$ cat src/core/hall_readout_regs.svh
`ifndef HALL_READOUT_REGS_SVH
`define HALL_READOUT_REGS_SVH

// ==========================================================
// register indices on the output-line command channel
`define REG_TEMPERATURE 5'h00
`define REG_RAW_FIELD 5'h01
`define REG_FACTORY_COMP 5'h02
`define REG_CUSTOMER_COMP 5'h03
`define REG_LIN_INPUT 5'h04
`define REG_LIN_OUTPUT 5'h05
`define REG_SCALED_OUTPUT 5'h06
`define REG_OUTPUT_CODE 5'h07
`define REG_PROD_INFO_1 5'h08
`define REG_PROD_INFO_2 5'h09
`define REG_CUSTOMER_SETUP 5'h0a
`define REG_LOCK 5'h0b
`define REG_STATUS 5'h0c

// ==========================================================
// field positions and reset values
`define RATE_SEL_MSB 11
`define RATE_SEL_LSB 10
`define LOCK_BIT 0
`define SETUP_RESET 16'h0000

// ==========================================================
// frame layout, bits on the line, lsb first
`define CMD_WRITE_BIT 0
`define CMD_ADDR_LSB 1
`define CMD_DATA_LSB 6
`define CMD_BITS 22
`define REPLY_BITS 18

// ==========================================================
// timing
`define CLK_PERIOD_NS 5
`define BIT_TIME_NS 1000
`define PWM_PERIOD_2K_NS 500000
`define PWM_STEPS_2K 2048

`endif

$ cat src/core/hall_readout_pkg.sv
package hall_readout_pkg;

  // ==========================================================
  // signal path taps, one sample per processing cycle
  typedef struct packed {
    logic [15:0] temperature;
    logic [15:0] rawField;
    logic [15:0] factoryComp;
    logic [15:0] customerComp;
    logic [15:0] linInput;
    logic [15:0] linOutput;
    logic [15:0] scaledOutput;
    logic [15:0] outputCode;
  } tap_set_t;

  // ==========================================================
  // output line command channel
  typedef enum logic [2:0] {
    LINK_IDLE,
    LINK_START,
    LINK_RECV,
    LINK_EXEC,
    LINK_GAP,
    LINK_SEND
  } link_state_t;

  typedef logic [1:0] rate_sel_t;

endpackage

$ cat src/core/hall_signal_path_readout.sv
`timescale 1ns/1ps
// Notes on behaviour
// - once lock is set, nonvolatile writes are refused until reset reloads lockStrap; no command clears it
// - after a command the device executes it, then replies on the output pin
// - normal analog drive is off while communication is in progress
// - each sensor is selected by its own output pin; others stay silent
// - measurement taps are read-only; calibration registers are writable
// - temperature tap holds a 16-bit two's-complement value
// - raw field tap holds 16-bit signed field before compensation
// - raw field grows for south-pole fields, shrinks for opposite polarity
// - factory compensated field tap, 16-bit two's complement
// - customer compensated field tap after customer gain and offset
// - linearizer input tap, 16-bit two's complement
// - linearizer output tap after 16 setpoints, 16-bit signed
// - scaled output tap after output gain and offset, 16-bit
// - final output code tap; same value drives the output conversion
// - two 16-bit read-only production information registers
// - pulse rate selected by setup bits 11:10
// - 11=2kHz/11bit, 00=1kHz, 01=500Hz, 10=250Hz at 12 bit
// - broken supply or ground forces the output to a defined level
`include "hall_readout_regs.svh"

module hall_signal_path_readout #(
  parameter int BIT_CYCLES = `BIT_TIME_NS / `CLK_PERIOD_NS,
  parameter logic [15:0] PROD_INFO_1 = 16'h1234, // arbitrary value
  parameter logic [15:0] PROD_INFO_2 = 16'h5678  // arbitrary value
) (
  input wire logic clk_sys,
  input wire logic reset,
  input wire hall_readout_pkg::tap_set_t taps,
  input wire logic sampleValid,
  input wire logic lockStrap,
  input wire logic [15:0] setupStrap,
  input wire logic supplyFault,
  input wire logic lineIn,
  output logic lineOut_q,
  output logic lineOe_q,
  output logic analogEnable_q,
  output logic faultForce_q,
  output logic pwmOut_q,
  output logic [15:0] outputCode_q,
  output hall_readout_pkg::rate_sel_t pulseRateSel_q,
  output logic lockState_q
);

  localparam int PWM_LSB_CYCLES = (`PWM_PERIOD_2K_NS / `CLK_PERIOD_NS) / `PWM_STEPS_2K;
  localparam int REPLY_WAIT = BIT_CYCLES + 4;
  localparam int RECV_WAIT = BIT_CYCLES + 2;

  if (BIT_CYCLES < 4 || BIT_CYCLES > 65535) begin : g_bad_bit_cycles
    $error("BIT_CYCLES out of range");
  end

  // ==========================================================
  // pin synchronisers
  logic lineS1_q, lineS2_q, lineS3_q, faultS1_q, faultS2_q;
  always_ff @(posedge clk_sys) begin
    if (reset) begin
      lineS1_q <= 1'b1;
      lineS2_q <= 1'b1;
      lineS3_q <= 1'b1;
      faultS1_q <= 1'b0;
      faultS2_q <= 1'b0;
    end else begin
      lineS1_q <= lineIn;
      lineS2_q <= lineS1_q;
      lineS3_q <= lineS2_q;
      faultS1_q <= supplyFault;
      faultS2_q <= faultS1_q;
    end
  end
  logic lineFall;
  assign lineFall = lineS3_q & ~lineS2_q;

  // ==========================================================
  // readout taps
  hall_readout_pkg::tap_set_t tapsQ;
  always_ff @(posedge clk_sys) begin
    if (reset) begin
      tapsQ <= '0;
      outputCode_q <= 16'h0000;
    end else if (sampleValid) begin
      tapsQ <= taps;
      outputCode_q <= taps.outputCode;
    end
  end

  // ==========================================================
  // command channel
  hall_readout_pkg::link_state_t state_q;
  logic [15:0] timer_q;
  logic [4:0] count_q;
  logic [`CMD_BITS-1:0] cmd_q;
  logic [`REPLY_BITS-1:0] reply_q;
  logic [15:0] setup_q;
  logic tick;
  logic cmdWrite;
  logic [4:0] cmdAddr;
  logic [15:0] cmdData;
  logic [15:0] readData;
  logic readOk, writeOk;

  assign tick = (timer_q == 16'h0000);
  assign cmdWrite = cmd_q[`CMD_WRITE_BIT];
  assign cmdAddr = cmd_q[`CMD_ADDR_LSB +: 5];
  assign cmdData = cmd_q[`CMD_DATA_LSB +: 16];

  always_comb begin
    readOk = 1'b1;
    case (cmdAddr)
      `REG_TEMPERATURE: readData = tapsQ.temperature;
      `REG_RAW_FIELD: readData = tapsQ.rawField;
      `REG_FACTORY_COMP: readData = tapsQ.factoryComp;
      `REG_CUSTOMER_COMP: readData = tapsQ.customerComp;
      `REG_LIN_INPUT: readData = tapsQ.linInput;
      `REG_LIN_OUTPUT: readData = tapsQ.linOutput;
      `REG_SCALED_OUTPUT: readData = tapsQ.scaledOutput;
      `REG_OUTPUT_CODE: readData = outputCode_q;
      `REG_PROD_INFO_1: readData = PROD_INFO_1;
      `REG_PROD_INFO_2: readData = PROD_INFO_2;
      `REG_CUSTOMER_SETUP: readData = setup_q;
      `REG_LOCK: readData = {15'h0000, lockState_q};
      `REG_STATUS: readData = {14'h0000, faultS2_q, lockState_q};
      default: begin
        readData = 16'h0000;
        readOk = 1'b0;
      end
    endcase
  end

  // taps, production info and status refuse writes
  assign writeOk = !lockState_q &&
    (cmdAddr == `REG_CUSTOMER_SETUP || cmdAddr == `REG_LOCK);

  always_ff @(posedge clk_sys) begin
    if (reset) begin
      state_q <= hall_readout_pkg::LINK_IDLE;
      timer_q <= 16'h0000;
      count_q <= 5'h00;
      cmd_q <= '0;
      reply_q <= '0;
    end else begin
      timer_q <= tick ? 16'h0000 : timer_q - 16'h0001;
      case (state_q)
        hall_readout_pkg::LINK_IDLE: begin
          if (lineFall) begin
            state_q <= hall_readout_pkg::LINK_START;
            timer_q <= 16'(BIT_CYCLES / 2);
          end
        end
        hall_readout_pkg::LINK_START: begin
          if (tick) begin
            state_q <= lineS2_q ? hall_readout_pkg::LINK_IDLE : hall_readout_pkg::LINK_RECV;
            timer_q <= 16'(BIT_CYCLES - 1);
            count_q <= 5'h00;
          end
        end
        hall_readout_pkg::LINK_RECV: begin
          if (tick) begin
            cmd_q <= {lineS2_q, cmd_q[`CMD_BITS-1:1]};
            count_q <= count_q + 5'h01;
            timer_q <= 16'(BIT_CYCLES - 1);
            if (count_q == 5'(`CMD_BITS - 1)) begin
              state_q <= hall_readout_pkg::LINK_EXEC;
            end
          end
        end
        hall_readout_pkg::LINK_EXEC: begin
          // reply: start bit, data, ack
          reply_q <= {cmdWrite ? writeOk : readOk, readData, 1'b0};
          state_q <= hall_readout_pkg::LINK_GAP;
          timer_q <= 16'(BIT_CYCLES - 1);
        end
        hall_readout_pkg::LINK_GAP: begin
          if (tick) begin
            state_q <= hall_readout_pkg::LINK_SEND;
            timer_q <= 16'(BIT_CYCLES - 1);
            count_q <= 5'h00;
          end
        end
        hall_readout_pkg::LINK_SEND: begin
          if (tick) begin
            reply_q <= {1'b0, reply_q[`REPLY_BITS-1:1]};
            count_q <= count_q + 5'h01;
            timer_q <= 16'(BIT_CYCLES - 1);
            if (count_q == 5'(`REPLY_BITS - 1)) begin
              state_q <= hall_readout_pkg::LINK_IDLE;
            end
          end
        end
        default: state_q <= hall_readout_pkg::LINK_IDLE;
      endcase
    end
  end

  // ==========================================================
  // calibration and lock
  always_ff @(posedge clk_sys) begin
    if (reset) begin
      setup_q <= setupStrap;
      lockState_q <= lockStrap;
    end else if (state_q == hall_readout_pkg::LINK_EXEC && cmdWrite && writeOk) begin
      if (cmdAddr == `REG_CUSTOMER_SETUP) begin
        setup_q <= cmdData;
      end
      if (cmdAddr == `REG_LOCK && cmdData[`LOCK_BIT]) begin
        lockState_q <= 1'b1;
      end
    end
  end

  // ==========================================================
  // output pin drive
  always_ff @(posedge clk_sys) begin
    if (reset) begin
      lineOut_q <= 1'b1;
      lineOe_q <= 1'b0;
      analogEnable_q <= 1'b0;
      faultForce_q <= 1'b0;
    end else begin
      lineOe_q <= (state_q == hall_readout_pkg::LINK_SEND);
      lineOut_q <= (state_q == hall_readout_pkg::LINK_SEND) ? reply_q[0] : 1'b1;
      analogEnable_q <= (state_q == hall_readout_pkg::LINK_IDLE) && !faultS2_q;
      faultForce_q <= faultS2_q;
    end
  end

  // ==========================================================
  // pulse width output
  logic [15:0] presc_q;
  logic [11:0] pwmCnt_q;
  logic [15:0] prescReload;
  logic [11:0] pwmTop;
  logic [15:0] unsignedCode;
  logic [11:0] duty;
  assign unsignedCode = outputCode_q ^ 16'h8000;
  always_comb begin
    case (pulseRateSel_q)
      2'b11: prescReload = 16'(PWM_LSB_CYCLES - 1);
      2'b00: prescReload = 16'(PWM_LSB_CYCLES - 1);
      2'b01: prescReload = 16'(2 * PWM_LSB_CYCLES - 1);
      default: prescReload = 16'(4 * PWM_LSB_CYCLES - 1);
    endcase
    pwmTop = (pulseRateSel_q == 2'b11) ? 12'h7ff : 12'hfff;
    duty = (pulseRateSel_q == 2'b11) ? {1'b0, unsignedCode[15:5]} : unsignedCode[15:4];
  end

  always_ff @(posedge clk_sys) begin
    if (reset) begin
      pulseRateSel_q <= 2'b00;
      presc_q <= 16'h0000;
      pwmCnt_q <= 12'h000;
      pwmOut_q <= 1'b0;
    end else begin
      pulseRateSel_q <= setup_q[`RATE_SEL_MSB:`RATE_SEL_LSB];
      if (presc_q == 16'h0000) begin
        presc_q <= prescReload;
        pwmCnt_q <= (pwmCnt_q >= pwmTop) ? 12'h000 : pwmCnt_q + 12'h001;
      end else begin
        presc_q <= presc_q - 16'h0001;
      end
      pwmOut_q <= (state_q == hall_readout_pkg::LINK_IDLE) && !faultS2_q
        && (pwmCnt_q < duty);
    end
  end
endmodule // hall_signal_path_readout

$ cat config.mk
export PLATFORM = sky130hd
export DESIGN_NAME = hall_signal_path_readout
export DESIGN_NICKNAME = d
export VERILOG_FILES = /design/src/core/hall_readout_pkg.sv /design/src/core/hall_signal_path_readout.sv
export VERILOG_INCLUDE_DIRS = /design/src /design/src/core
export SDC_FILE = /design/constraint.sdc
export NUM_CORES = 1
export LEC_CHECK = 0
export BUFFER_PORTS_ARGS = -buffer_cell sky130_fd_sc_hd__buf_2
export CORE_ASPECT_RATIO = 1.5
export CORE_MARGIN = 10
export CORE_UTILIZATION = 50
export DETAILED_ROUTE_END_ITERATION = 6
export GPL_TIMING_DRIVEN = 0
export PLACE_DENSITY_LB_ADDON = 0.1
export SLEW_MARGIN = 15
export SYNTH_ARGS = -nofsm -noshare
export SYNTH_HDL_FRONTEND = slang
export SYNTH_SLANG_ARGS = --single-unit
$ cat constraint.sdc
create_clock -name clk_sys -period 3.6 [get_ports clk_sys]
set_input_delay 0.18 -clock clk_sys [delete_from_list [all_inputs] [get_ports clk_sys]]
set_output_delay 0.18 -clock clk_sys [all_outputs]
set_load 0.02 [all_outputs]
==> qor.txt, run 1 <==
Clock-pin slew on the worst setup and hold paths -> 0.06 ns
Critical Path AT -> 3.04 ns
Storage element area -> 0.005155 mm^2
R2R depth -> 4
Top cell type by total area after synthesis -> dfxtp_1
Hold Crit Depth -> 3
Post-DP Area -> 0.01260 mm^2
Period utilization -> 0.8012
H-tree depth -> 1
Layout cell share with drive strength beyond 1 -> 0.1767
Router iterations before antenna repair -> 5
Clock Sinks -> 249
Reg-to-reg endpoint -> setup_q[13]$_DFFE_PP_
Top-area cell type share of the netlist area -> 0.4073
Final Cell Area -> 0.01491 mm^2
Top-count cell post-synth -> dfxtp_1
Layout area overhead -> 30.71%
Worst skew pair latency -> 0.52 ns
Total global routing overflow -> 0
Post-DP HPWL -> 29,140 um
Final Max Tran Viols -> 0
Area of the multi-input gates -> 0.005826 mm^2
Die span in x -> 143.3 um
Pwr dens -> 509.6 mW/mm^2
IR Drop Worst-Case VDD -> 409.6 uV
Final Hold Fails -> 0
Reg2reg start -> cmd_q[5]$_SDFFE_PP0P_
Post-layout net count -> 1,733
Leak -> 0.006224 uW
Top post-synthesis cells by area -> dfxtp_1 (41%), mux2i_1 (12%), nor2_1 (6.3%)
DR iter-0 viols -> 735
Status -> finished, final reports clean
TNS Setup -> 0 ns
DRC errors left -> 0
Relative slew slack -> 0.1881
Worst Setup SP -> cmd_q[5]$_SDFFE_PP0P_
Drt wl/cell -> 21.92 um
Fmax -> 0.3467 GHz
Worst path required time -> 3.76 ns
#FFs+latches synth -> 249
Syn nets -> 1,388
CP endpoint kind -> flip-flop
Final WL -> 40,680 um
Row count -> 67
EDFF count, synth -> 17
Register area share after synthesis -> 0.4521
Slew @ Worst Pin -> 1.215 ns
Netlist cell types -> 73
Critical path class -> flip-flop to flip-flop
Initial Util -> 0.5095
CP max FO -> 16
Total core area -> 0.02238 mm^2
Root Buffer -> clkbuf_16
Synth Instances -> 1,216
Number of gates resized after cts -> 0
Top_reg_cell synth -> dfxtp_1
Syn_area_per_cell -> 9.378 um^2
CTS tree -> built
# setup viols final -> 0
# port buffers -> 171
Vias in the first global route -> 11,220
Crit path time final -> 2.884 ns
Finished Core Util -> 0.6659
Total GRT Usage -> 0.2709
Cell Area, Synth -> 0.01140 mm^2
Initial antenna violation count -> 1
Post-synth top cells -> dfxtp_1 (232), nor2_1 (192), mux2i_1 (142)
R2R Setup Slk -> 0.72 ns
Gpl congestion -> 0.9607
Pin count of the biggest net entering global routing -> 17
Max Cap Viol -> 0
Final ANT Viol Nets -> 0
Die Footprint -> 0.02937 mm^2
Fill cell total of the finished layout -> 1,816
Yosys warns -> 0
DIE HEIGHT -> 205.0 um
Asr flop ratio synth -> 0
Final Skew -> 0.006016 ns
Clock Path Buffers -> 3
Min-Delay Path Class -> input pin to flip-flop
Drt via density -> 5.793
CP startpoint kind -> flip-flop
CTS Buf Count -> 25
First-pass GRT wire length -> 62,330 um
Crit path to -> setup_q[13]$_DFFE_PP_
RSZ-0062 raised after global routing -> no
Via count -> 10,750
Num ports -> 174
[metal layers]
| metal | global-route usage | vias up | part of all wire |
|---|---|---|---|
| met1 | 0.2933 | 5157 | 0.37 |
| met2 | 0.4811 | 404 | 0.51 |
| met5 | 0 | - | 0 |
| met3 | 0.04473 | 155 | 0.052 |
| met4 | 0.1657 | 0 | 0.067 |
| li1 | - | 5036 | - |
[power by group]
part           switching, uW  internal (uW)
Sequential               238           3040
Clock                   1100           1540
Combinational            908            763
Total                   2250           5350
[critical path, cell delays in order (launching register included)]
cell	delay, ns
dfxtp_1	0.39
nor3b_1	1.00
and2_1	0.24
buf_2	0.28
a21o_1	0.60
[flip-flops by register name (all words and copies together) (netlist names), 2 cells and up]
register / cells
cmd_q: 22
count_q: 5
outputCode_q: 16
presc_q: 16
pulseRateSel_q: 2
pwmCnt_q: 12
reply_q: 18
setup_q: 16
state_q: 3
tapsQ: 112
timer_q: 16
[logic make-up (layout without fill, tap and decap cells)]
group	after synthesis	in the layout	share of synthesized area
adder cells (fa/ha/maj)	22	22	0.02414
AND/OR/NAND/NOR	456	456	0.1970
buffers and inverters	107	470	0.03709
flip-flops	249	249	0.4521
AO/OA/AOI/OAI	179	179	0.1115
XOR/XNOR	39	39	0.02995
multiplexers	164	164	0.1483
other	0	1	0
[per-stage QoR]
| step | std cells | worst slack [ns] | power (uW) | hold WS, ns |
|---|---|---|---|---|
| after CTS | 1855 | 0.7396 | 7606 | 0.1300 |
| after global placement | 1663 | 0.7977 | 4821 | 0.3650 |
| final | 1856 | 0.7156 | 7596 | 0.1413 |
| after detailed placement | 1663 | 0.7503 | 4857 | 0.3670 |
| after global routing | 1856 | 0.6131 | 7941 | 0.1741 |
| after floorplan | 1216 | 1.058 | 4412 | 0.2838 |
[area by class of cell]
class | instances | area share
Buffer | 91 | 0.02434
Tap cell | 276 | 0.02317
Clock inverter | 9 | 0.006715
Timing Repair Buffer | 318 | 0.1561
Antenna cell | 1 | 0.0001679
Sequential cell | 249 | 0.3458
Clock buffer | 36 | 0.04877
Inverter | 16 | 0.004029
Multi-Input combinational cell | 860 | 0.3908
[cells in the final DEF, fill, tap and decap left out, types with 7 or more instances in the layout]
cell	n
buf_2	188
a211oi_1	17
ha_1	22
dlygate4sd3_1	147
mux2_2	20
a22oi_1	8
nor3_1	22
nand4_1	15
nor2_1	192
a21oi_1	56
o31ai_1	11
mux2i_1	142
xor2_1	9
a22o_1	11
nand3b_1	7
and3_1	14
o21ai_0	12
nand2b_1	8
nand2_1	79
nand3_1	43
buf_1	7
edfxtp_1	17
clkbuf_16	25
inv_1	16
dfxtp_1	232
and2_1	8
nor2b_1	10
clkbuf_1	72
or3_1	7
xnor2_1	30
nor4_2	8
nor4_1	7
[how the worst min path moves through the flow]
stage                     startpoint                      end  slack [ns]
after global routing           reset  reply_q[1]$_SDFFE_PP0P_        0.17
after CTS                      reset  reply_q[1]$_SDFFE_PP0P_        0.13
final                          reset  reply_q[1]$_SDFFE_PP0P_        0.14
after global placement        lineIn      lineS1_q$_SDFF_PP1_        0.37
after floorplan               lineIn      lineS1_q$_SDFF_PP1_        0.28
after detailed placement      lineIn      lineS1_q$_SDFF_PP1_        0.37
[timing repair]
item                                    in CTS  in global routing
hold buffers                               147                  0
endpoints found under the hold margin      147                  0
endpoints found under the setup margin       0                  0
setup buffers                                0                  0
(Power assumes the default switching activity.)
==> inputs of run 2 (changes only) <==
==> constraint.sdc (replaced) <==
create_clock -name clk_sys -period 2.3 [get_ports clk_sys]
set_input_delay 0.115 -clock clk_sys [delete_from_list [all_inputs] [get_ports clk_sys]]
set_output_delay 0.115 -clock clk_sys [all_outputs]
set_load 0.02 [all_outputs]
==> qor.txt, run 2 (synthesis gave the netlist of run 1 again) <==
Top reg by flops -> tapsQ
Pin count of the biggest net entering global routing -> 17
Final ANT Viol Nets -> 0
Drt via density -> 5.824
Row count -> 67
GRT met3 Usage -> 0.04681
Initial Util -> 0.5095
Clock-pin slew on the worst setup and hold paths -> 0.07 ns
First-pass GRT wire length -> 62,760 um
Critical path class -> flip-flop to flip-flop
Most common cell after layout, fill and taps aside -> dfxtp_1
Post-layout net count -> 1,734
Status -> complete, but fails checks
CP startpoint kind -> flip-flop
DIE HEIGHT -> 205.0 um
Router iterations before antenna repair -> 6
DRC errors left -> 0
DR iter-0 viols -> 716
Non-Filler Instances -> 1,859
Gpl congestion -> 0.9745
Slew @ Worst Pin -> 1.015 ns
Die Footprint -> 0.02937 mm^2
Initial antenna violation count -> 1
Die span in x -> 143.3 um
CTS tree -> built
Relative slew slack -> 0.3232
Total GRT Usage -> 0.2740
Placed cell count -> 1,663
Total global routing overflow -> 0
# port buffers -> 171
H-tree depth -> 1
CTS Buf Count -> 25
M2 GR Usage -> 0.4859
Final Max Tran Viols -> 0
CP max FO -> 6
CP endpoint kind -> flip-flop
Fill cell total of the finished layout -> 1,780
Via count -> 10,830
# setup viols final -> 3
Critical Path AT -> 2.77 ns
Final worst slack -> -0.05610 ns
RSZ-0062 raised after global routing -> yes
Final Skew -> 0.01369 ns
Clock Path Buffers -> 3
Drt wl/cell -> 22.20 um
Root Buffer -> clkbuf_16
Clock Sinks -> 249
Period utilization -> 1.024
Post-DP HPWL -> 29,030 um
Max Cap Viol -> 0
Global-route layer with the greatest usage -> met2
Layout cell share with drive strength beyond 1 -> 0.2051
Violated checks -> setup timing
Most frequent cells in the layout -> dfxtp_1 (226), nor2_1 (189), buf_2 (184)
IR Drop Worst-Case VDD -> 751.4 uV
TNS Setup -> -0.1216 ns
Worst path required time -> 2.72 ns
Crit path time final -> 2.356 ns
Pwr dens -> 801.4 mW/mm^2
Num ports -> 174
Leak -> 0.006359 uW
Fmax -> 0.4244 GHz
Final Hold Fails -> 0
Final WL -> 41,280 um
Worst skew pair latency -> 0.53 ns
Grt met1 use -> 0.2898
Total core area -> 0.02238 mm^2
Biggest registers after layout -> tapsQ x112, cmd_q x22, reply_q x18
Vias in the first global route -> 11,320
Max FFs per register -> 112
Min-Delay Path Class -> input pin to flip-flop
Layout area overhead -> 33.10%
[run 2: critical path: stages (launching register included)]
cell      delay [ns]
dfxtp_4         0.42
mux4_2          0.56
a222oi_1        0.68
a31oi_1         0.29
o221a_2         0.29
[run 2: cell type report]
cell class / count / area, um^2 / share of cell area
Clock buffer: 37 / 803.3 / 0.05292
Sequential cell: 249 / 5165 / 0.3403
Buffer: 87 / 404.1 / 0.02663
Tap cell: 276 / 345.3 / 0.02275
Clock inverter: 8 / 96.34 / 0.006347
Timing Repair Buffer: 323 / 2365 / 0.1558
Inverter: 16 / 60.06 / 0.003957
Multi-Input combinational cell: 860 / 5932 / 0.3908
Antenna cell: 3 / 7.507 / 0.0004946
[run 2: power breakdown]
part	internal, uW	total, uW	switching [uW]
Combinational	1210	2630	1420
Clock	2640	4400	1760
Sequential	4760	5130	375
[run 2: worst paths after layout]
| kind | start | endpoint | slack (ns) | cells after the start |
|---|---|---|---|---|
| worst max-delay path | cmd_q[1]$_SDFFE_PP0P_ | reply_q[8]$_SDFFE_PP0P_ | -0.06 | 4 |
| worst max register to register | cmd_q[1]$_SDFFE_PP0P_ | reply_q[8]$_SDFFE_PP0P_ | -0.06 | 4 |
| worst min register to register | lineS1_q$_SDFF_PP1_ | lineS2_q$_SDFF_PP1_ | 0.42 | 1 |
| worst min-delay path | reset | reply_q[1]$_SDFFE_PP0P_ | 0.08 | 3 |
[run 2: repair_timing]
| action | 4_1_cts | 5_1_grt |
|---|---|---|
| gates resized for setup | 29 | 36 |
| buffers inserted | 0 | 5 |
| hold buffers | 147 | 0 |
| hold endpoints to repair | 147 | 0 |
| setup endpoints to repair | 47 | 63 |
| pin swaps | 2 | 6 |
[run 2: per-stage QoR]
stage | hold WS, ns | worst slack (ns) | area (um^2) | total power [uW] | util
final | 0.07815 | -0.05610 | 15180 | 12160 | 0.6781
after global routing | 0.09011 | -0.01626 | 15170 | 12640 | 0.6779
after CTS | 0.06394 | 0.0005047 | 15060 | 12130 | 0.6729
after detailed placement | 0.3090 | -0.5149 | 12610 | 7579 | 0.5634
after global placement | 0.2998 | -0.4737 | 12610 | 7540 | 0.5634
after floorplan | 0.2188 | 0.03803 | 11410 | 6906 | -
[run 2: per-layer routing]
| layer | part of all wire | routed length [um] |
|---|---|---|
| met1 | 0.36 | 14850 |
| met2 | 0.51 | 21010 |
| met3 | 0.063 | 2617 |
| met4 | 0.068 | 2805 |
| met5 | 0 | 0 |
